## src/hdl/keypad_irq_pkg.sv

```systemverilog
// package: register map, field layout and carriers for the keypad irq unit
package keypad_irq_pkg;
  localparam int         PIN_COUNT      = 8;
  localparam int         ADDR_WIDTH     = 4;
  // register byte addresses on the wishbone bus
  localparam logic [3:0] STATUS_CTRL_ADDR = 4'h0;
  localparam logic [3:0] TRIG_EN_ADDR     = 4'h4;
  localparam logic [3:0] POLARITY_ADDR    = 4'h8;
  localparam logic [3:0] PULL_EN_ADDR     = 4'hC;
  // status/control field positions
  localparam int         MODE_BIT       = 0;
  localparam int         IRQ_EN_BIT     = 1;
  localparam int         ACK_BIT        = 2;
  localparam int         FLAG_BIT       = 3;
  // reset values
  localparam logic [7:0] BYTE_RESET     = 8'h00;
  localparam logic       BIT_RESET      = 1'b0;
  localparam logic [31:0] WORD_ZERO     = 32'h0000_0000;
  localparam logic [1:0] SYNC_RESET     = 2'h0;

  // settings shared between the bus slave and the detector
  typedef struct packed {
    logic [7:0] trig_en;
    logic [7:0] polarity;
    logic       level_mode;
  } detect_cfg_t;
endpackage : keypad_irq_pkg

```

## src/hdl/keypad_pin_sync.sv

```systemverilog
// file: two-stage synchroniser for one keypad input
`timescale 1ns/1ps
module keypad_pin_sync (
  input  wire logic core_clk,
  input  wire logic rst_n,
  input  wire logic pin_async,
  output logic      pin_sync
);
  import keypad_irq_pkg::*;

  logic [1:0] stage_reg;

  // the first stage feeds only the second
  always_ff @(posedge core_clk) begin
    if (!rst_n) begin
      stage_reg <= SYNC_RESET;
    end else begin
      stage_reg <= {stage_reg[0], pin_async};
    end
  end

  assign pin_sync = stage_reg[1];
endmodule : keypad_pin_sync

```

## src/hdl/keypad_irq_unit.sv

```systemverilog
// file: keypad edge/level interrupt unit with wishbone register slave
//
// Local design decisions: the register addresses and the Wishbone slave port.
`timescale 1ns/1ps
// Operation
// - one enable bit per pin 7..0; 1 makes the pin a trigger source
// - one polarity bit per pin; 0 falling/low, 1 rising/high
// - a single mode setting applies to all enabled pins
// - mode 0 detects edges only, mode 1 edges and levels
// - falling edge is 1 then 0 on consecutive cycles
// - rising edge is 0 then 1 on consecutive cycles
// - after an edge, all enabled pins must deassert before the next
// - edge-only mode: a valid edge sets the event flag
// - edge-and-level mode: edge or asserted level sets the flag
// - interrupt request when flag set and interrupt enable is 1
// - writing 1 to acknowledge clears the event flag
// - level mode: ack clears only if all enabled pins deasserted
// - pad resistor pulls up for polarity 0, down for polarity 1
// - up to eight independent keypad inputs
// - flag reads 1 after an event; writes to it do nothing
// - ack bit and upper four status bits always read 0
// - interrupt enable 0 blocks the request, 1 allows it
module keypad_irq_unit (
  input  wire logic                                 core_clk,
  input  wire logic                                 rst_n,
  // classic wishbone slave
  input  wire logic                                 wb_cyc_i,
  input  wire logic                                 wb_stb_i,
  input  wire logic                                 wb_we_i,
  input  wire logic [keypad_irq_pkg::ADDR_WIDTH-1:0] wb_adr_i,
  input  wire logic [3:0]                           wb_sel_i,
  input  wire logic [31:0]                          wb_dat_i,
  output logic      [31:0]                          wb_dat_o,
  output logic                                      wb_ack_o,
  // keypad pins and pad control
  input  wire logic [keypad_irq_pkg::PIN_COUNT-1:0] keypad_input_pin,
  output logic      [keypad_irq_pkg::PIN_COUNT-1:0] pad_pull_on,
  output logic      [keypad_irq_pkg::PIN_COUNT-1:0] pad_pull_up,
  output logic                                      key_irq
);
  import keypad_irq_pkg::*;

  detect_cfg_t        cfg;
  logic [7:0]         trigger_enable_reg;
  logic [7:0]         polarity_select_reg;
  logic [7:0]         port_pull_enable_reg;
  logic               level_detect_mode_reg;
  logic               key_irq_enable_reg;
  logic               key_event_flag_reg;
  logic               armed_reg;
  logic               wb_ack_reg;
  logic [31:0]        rdata_reg;
  logic [PIN_COUNT-1:0] pin_sync;
  logic [PIN_COUNT-1:0] pin_prev_reg;
  logic [PIN_COUNT-1:0] asserted_now;
  logic [PIN_COUNT-1:0] asserted_prev;
  logic               any_asserted;
  logic               edge_seen;
  logic               level_seen;
  logic               event_set;
  logic               bus_req;
  logic               wr_req;
  logic               ack_write;
  logic               ack_clears;
  logic               sel_lo;
  logic [7:0]         status_byte;

  assign cfg.trig_en    = trigger_enable_reg;
  assign cfg.polarity   = polarity_select_reg;
  assign cfg.level_mode = level_detect_mode_reg;

  // synchronise every pin before any comparison
  genvar gi;
  generate
    for (gi = 0; gi < PIN_COUNT; gi++) begin : g_pin
      keypad_pin_sync u_sync (
        .core_clk  (core_clk),
        .rst_n     (rst_n),
        .pin_async (keypad_input_pin[gi]),
        .pin_sync  (pin_sync[gi])
      );
      // polarity maps each pin to "asserted" only when enabled
      assign asserted_now[gi]  = cfg.trig_en[gi] &
                                 (pin_sync[gi] ~^ cfg.polarity[gi]);
      assign asserted_prev[gi] = cfg.trig_en[gi] &
                                 (pin_prev_reg[gi] ~^ cfg.polarity[gi]);
      // pad resistor direction follows polarity
      assign pad_pull_up[gi]   = ~cfg.polarity[gi];
    end
  endgenerate

  assign pad_pull_on = port_pull_enable_reg;

  // previous sample of the synchronised pins
  always_ff @(posedge core_clk) begin
    if (!rst_n) begin
      pin_prev_reg <= BYTE_RESET;
    end else begin
      pin_prev_reg <= pin_sync;
    end
  end

  // an edge is deasserted-then-asserted across consecutive cycles
  assign any_asserted = |asserted_now;
  assign edge_seen    = armed_reg &
                        (|(asserted_now & ~asserted_prev));
  assign level_seen   = cfg.level_mode & any_asserted;
  assign event_set    = edge_seen | level_seen;

  // arm only once every enabled pin reads deasserted
  always_ff @(posedge core_clk) begin
    if (!rst_n) begin
      armed_reg <= BIT_RESET;
    end else if (!any_asserted) begin
      armed_reg <= 1'b1;
    end else if (edge_seen) begin
      armed_reg <= 1'b0;
    end
  end

  // bus decode; only the low byte lane carries register data
  assign bus_req   = wb_cyc_i & wb_stb_i & ~wb_ack_reg;
  assign wr_req    = bus_req & wb_we_i;
  assign sel_lo    = wb_sel_i[0];
  assign ack_write = wr_req & sel_lo & (wb_adr_i == STATUS_CTRL_ADDR) &
                     wb_dat_i[ACK_BIT];
  // in level mode an asserted pin keeps the flag through an ack
  assign ack_clears = ack_write & ~(cfg.level_mode & any_asserted);

  // event flag: a new event wins over a same-cycle acknowledge
  always_ff @(posedge core_clk) begin
    if (!rst_n) begin
      key_event_flag_reg <= BIT_RESET;
    end else if (event_set) begin
      key_event_flag_reg <= 1'b1;
    end else if (ack_clears) begin
      key_event_flag_reg <= 1'b0;
    end
  end

  // status/control writable fields; the flag itself ignores writes
  always_ff @(posedge core_clk) begin
    if (!rst_n) begin
      level_detect_mode_reg <= BIT_RESET;
      key_irq_enable_reg    <= BIT_RESET;
    end else if (wr_req && sel_lo && wb_adr_i == STATUS_CTRL_ADDR) begin
      level_detect_mode_reg <= wb_dat_i[MODE_BIT];
      key_irq_enable_reg    <= wb_dat_i[IRQ_EN_BIT];
    end
  end

  // pin enable, polarity and pull enable registers
  always_ff @(posedge core_clk) begin
    if (!rst_n) begin
      trigger_enable_reg   <= BYTE_RESET;
      polarity_select_reg  <= BYTE_RESET;
      port_pull_enable_reg <= BYTE_RESET;
    end else if (wr_req && sel_lo) begin
      case (wb_adr_i)
        TRIG_EN_ADDR:  trigger_enable_reg   <= wb_dat_i[7:0];
        POLARITY_ADDR: polarity_select_reg  <= wb_dat_i[7:0];
        PULL_EN_ADDR:  port_pull_enable_reg <= wb_dat_i[7:0];
        default: ;
      endcase
    end
  end

  // ack and upper bits read as zero
  always_comb begin
    status_byte             = BYTE_RESET;
    status_byte[FLAG_BIT]   = key_event_flag_reg;
    status_byte[IRQ_EN_BIT] = key_irq_enable_reg;
    status_byte[MODE_BIT]   = level_detect_mode_reg;
  end

  // read data is registered with the ack; unmapped reads give zero
  always_ff @(posedge core_clk) begin
    if (!rst_n) begin
      rdata_reg <= WORD_ZERO;
    end else if (bus_req && !wb_we_i) begin
      case (wb_adr_i)
        STATUS_CTRL_ADDR: rdata_reg <= {24'h000000, status_byte};
        TRIG_EN_ADDR:     rdata_reg <= {24'h000000, trigger_enable_reg};
        POLARITY_ADDR:    rdata_reg <= {24'h000000, polarity_select_reg};
        PULL_EN_ADDR:     rdata_reg <= {24'h000000, port_pull_enable_reg};
        default:          rdata_reg <= WORD_ZERO;
      endcase
    end
  end

  // one-cycle ack, one edge after the request; never two in a row
  always_ff @(posedge core_clk) begin
    if (!rst_n) begin
      wb_ack_reg <= BIT_RESET;
    end else begin
      wb_ack_reg <= bus_req;
    end
  end

  assign wb_ack_o = wb_ack_reg;
  assign wb_dat_o = rdata_reg;
  // request gated by the interrupt enable
  assign key_irq  = key_event_flag_reg & key_irq_enable_reg;
endmodule : keypad_irq_unit

```

## config.mk

```make
export PLATFORM = sky130hd
export DESIGN_NAME = keypad_irq_unit
export DESIGN_NICKNAME = d
export VERILOG_FILES = /design/src/hdl/keypad_irq_pkg.sv /design/src/hdl/keypad_pin_sync.sv /design/src/hdl/keypad_irq_unit.sv
export SDC_FILE = /design/constraint.sdc
export NUM_CORES = 1
export LEC_CHECK = 0
export ABC_AREA = 1
export BUFFER_PORTS_ARGS = -buffer_cell sky130_fd_sc_hd__buf_2
export CAP_MARGIN = 20
export CORE_ASPECT_RATIO = 1.25
export CORE_MARGIN = 2
export CORE_UTILIZATION = 44
export DETAILED_ROUTE_END_ITERATION = 6
export GPL_TIMING_DRIVEN = 0
export PLACE_DENSITY = 0.73
export SLEW_MARGIN = 5
export SYNTH_ARGS = -nofsm -noshare
export SYNTH_HDL_FRONTEND = slang
export SYNTH_HIERARCHICAL = 1
export SYNTH_SLANG_ARGS = --single-unit
```

## constraint.sdc

```tcl
create_clock -name core_clk -period 1.3 [get_ports core_clk]
set_clock_uncertainty 0.15 [all_clocks]
set_input_delay 0.13 -clock core_clk [delete_from_list [all_inputs] [get_ports core_clk]]
set_output_delay 0.13 -clock core_clk [all_outputs]
set_load 0.05 [all_outputs]
```

==> results.toml <==
[clock_tree]
clkSinkCount = 61
cts_tree = "done"
cts_buffer_depth = 2
clockRootBuffer = "clkbuf_8"
cts_buffers = 9
htree_levels = 3
clk_latency_ns = 0.34
cts.clk_slew.worst_paths_ns = 0.06

[worst_setup_path]
path_buf_inv = 2
crit_path_top_delay_cell = "dfxtp_4"
critPathRequiredTime_ns = 1.39
arrival_ns = 1.63
startpoint = "wb_ack_o"
cp_max_fo = 10
end_kind = "register"
crit_type = "register to register"
crit_family = "simple AND/OR/NAND/NOR gates"
crit_chain = "nand3b_1 > nor2_4 > buf_12 > nand2_4 > buf_6 > o21ai_1 > a21oi_1"
worstReg2RegStart = "wb_ack_o"
start_kind = "register"
cpPeakStageDelay_ns = 0.33

[pwr]
ir_drop_uv = 513
power_density_mw_per_mm2 = 959
p_seq_share_pct = 48.8
power_switching_w = 0.00105
power.share.clock_pct = 38.1
netSwitchingFraction_pct = 26.9
p_leak_nw = 2.06
pwr-share-comb_pct = 13.1
p_int_w = 0.00286

[sta]
setup_ws_ns = -0.244
hold-worst-slack_ns = 0.0759
hold_viol_final = 0
finalCritPeriodShare_pct = 119
worstMarginPinSlew_ns = 0.634
slew_viol_final = 0
rsz0062_at_grt = "true"
setup_viol = 38
fmax_mhz = 647
timing.slew.headroom_pct = 57.7
period_needed_ns = 1.54

[synthesis]
synth-simple-area-share_pct = 29.3
synth_top_family_by_area = "simple AND/OR/NAND/NOR gates"
post_synth_xor_area_fraction_pct = 0
async_flop_share_pct = 0
avgSynthCellArea_um2 = 6.91
ys_seq_area_share_pct = 43.4
yosys_warnings = 6
synth-compound-area-share_pct = 10.8
synth_mux_area_share_pct = 0
synthAdderAreaFrac_pct = 0
ys_ff_latch = 61
synthFlopType = "dfxtp_1"
synth_edf_count = 0
yosysUniqueCellTypes = 22
netlist_area_mm2 = 0.00281
synth_cells = 407

[floorplan]
die_w_um = 75.5
die-area_mm2 = 0.00706
core-area_mm2 = 0.00617
die_y_um = 93.4
rows = 32
start_util_pct = 45.6
ioPinCount = 103

[place]
routabilityCongestion = 0.829
portBuffers = 51
placedCellCount = 566
hpwl_um = 4740

[detailed_routing]
wl_per_cell_um = 11.8
vias_per_cell = 4.59
wl_um = 7290
drt.antenna.violating_nets = 0
vias = 2844
firstDrtPassIters = 4
drtIter0Drc = 143
drc = 0

[hold_path]
hold_class = "input port to register"
hp-start = "rst_n"

[outcome]
status = "finished, violations left"
failed_checks = "negative setup slack"

[run]
max-cap-violations = 0

[final_layout]
fin_util_pct = 66.2
n_antenna_cell = 0
largest_reg_flops = 16
finalNetCount = 582
layout-area-overhead-vs-synth_pct = 45.1
stdcell_count = 619
final_layout_size_suffix_gt1_share_pct = 33.1

[global_route]
antenna_found_initial = 0
grt_max_degree = 25
grt_remaining_overflow = 0
grt_usage_pct = 20.6
grt_pass1_wl_um = 10900
grt_pass1_vias = 2492
==> cells in the final DEF, fill, tap and decap left out, types with 2 or more instances in the layout <==
| cell type | instances |
|---|---|
| nand2_1 | 117 |
| inv_1 | 51 |
| dfxtp_1 | 50 |
| buf_2 | 40 |
| buf_4 | 37 |
| nor2_1 | 27 |
| conb_1 | 24 |
| a21oi_1 | 23 |
| nand3_1 | 21 |
| dlygate4sd3_1 | 17 |
| o21ai_2 | 12 |
| buf_6 | 12 |
| clkbuf_8 | 11 |
| o21ai_0 | 10 |
| clkbuf_1 | 8 |
| a21oi_2 | 8 |
| nand2_2 | 8 |
| dfxtp_4 | 8 |
| clkinvlp_4 | 7 |
| nand2_4 | 6 |
| nor2_2 | 4 |
| nor2_4 | 4 |
| o21ai_1 | 4 |
| inv_2 | 3 |
| buf_8 | 3 |
| nand4_1 | 3 |
| dfxtp_2 | 3 |
| nand3_2 | 2 |
| clkbuf_4 | 2 |
==> power by group through the flow <==
stage               sequential, W  combinational [W]  clock, W
floorplan                 0.00197           0.000324         0
global placement          0.00196           0.000417         0
global route              0.00191           0.000554   0.00161
CTS                       0.00191           0.000486   0.00152
detailed placement        0.00196           0.000422         0
finish                    0.00191           0.000512   0.00149
==> synth_stat cells (2+ instances only) <==
| cell | n | area [µm²] |
|---|---|---|
| o21ai_2 | 3 | 26.3 |
| a21oi_1 | 31 | 155 |
| inv_1 | 61 | 229 |
| nor2_2 | 3 | 18.8 |
| buf_6 | 2 | 22.5 |
| nand2_1 | 128 | 480 |
| dfxtp_1 | 61 | 1220 |
| nor2_1 | 30 | 113 |
| clkbuf_1 | 4 | 15.0 |
| nand2_4 | 3 | 33.8 |
| o21ai_0 | 22 | 110 |
| nand4_1 | 3 | 18.8 |
| buf_4 | 24 | 180 |
| nand3_1 | 23 | 115 |
| nor2_4 | 2 | 22.5 |
==> worst reg2reg max path: stages (launching register included) <==
cell and delay, ns:
dfxtp_4 0.33, nand3b_1 0.24, nor2_4 0.15, buf_12 0.14
nand2_4 0.08, buf_6 0.17, o21ai_1 0.12, a21oi_1 0.05
==> final cells by class <==
cell class,instances,area [µm²]
Fill cell,548,2080
Timing Repair Buffer,87,682
Sequential cell,61,1250
Buffer,30,221
Clock inverter,1,5.00
Clock buffer,15,166
Multi-Input combinational cell,277,1370
Tap cell,85,106
Inverter,63,273
==> final timing paths <==
path	endpoint	slack, ns	depth (start not counted)
worst min-delay path	g_pin[0].u_sync/stage_reg[1]	0.08	3
worst min register to register	g_pin[0].u_sync/stage_reg[1]	0.26	2
worst max register to register	polarity_select_reg[6]	-0.24	7
worst max-delay path	polarity_select_reg[6]	-0.24	7
==> metrics by stage <==
stage               setup TNS, ns  setup WS, ns  area (µm²)  total power (W)
detailed placement          -8.59        -0.284        3300          0.00239
CTS                         -5.12        -0.206        3850          0.00392
floorplan                   -6.05        -0.236        2940          0.00229
global route                -8.78        -0.301        4080          0.00408
finish                      -6.74        -0.244        4080          0.00392
global placement            -7.92        -0.273        3300          0.00238
==> logic make-up after synthesis <==
family | count (synthesis)
buffers and inverters | 93
other | 1
AOI/OAI and AO/OA | 58
DFF | 61
and+or+nand+nor | 194
==> repair_timing <==
action	CTS	global route
hold buffers	17	0
buffers inserted	8	10
gates cloned	1	1
resized for setup	47	40
endpoints found under the hold margin	36	0
setup endpoints to repair	45	46
pin swaps	5	13
==> layer usage <==
layer	vias up	part of all wire, %	GRT usage, %	wire length [µm]
li1	1462	-	-	-
met5	-	0	0	0
met1	1287	39	22.1	2870
met3	19	4.6	6.57	334
met2	76	53	34.6	3830
met4	0	3.5	11.7	252
(Power assumes the default switching activity.)
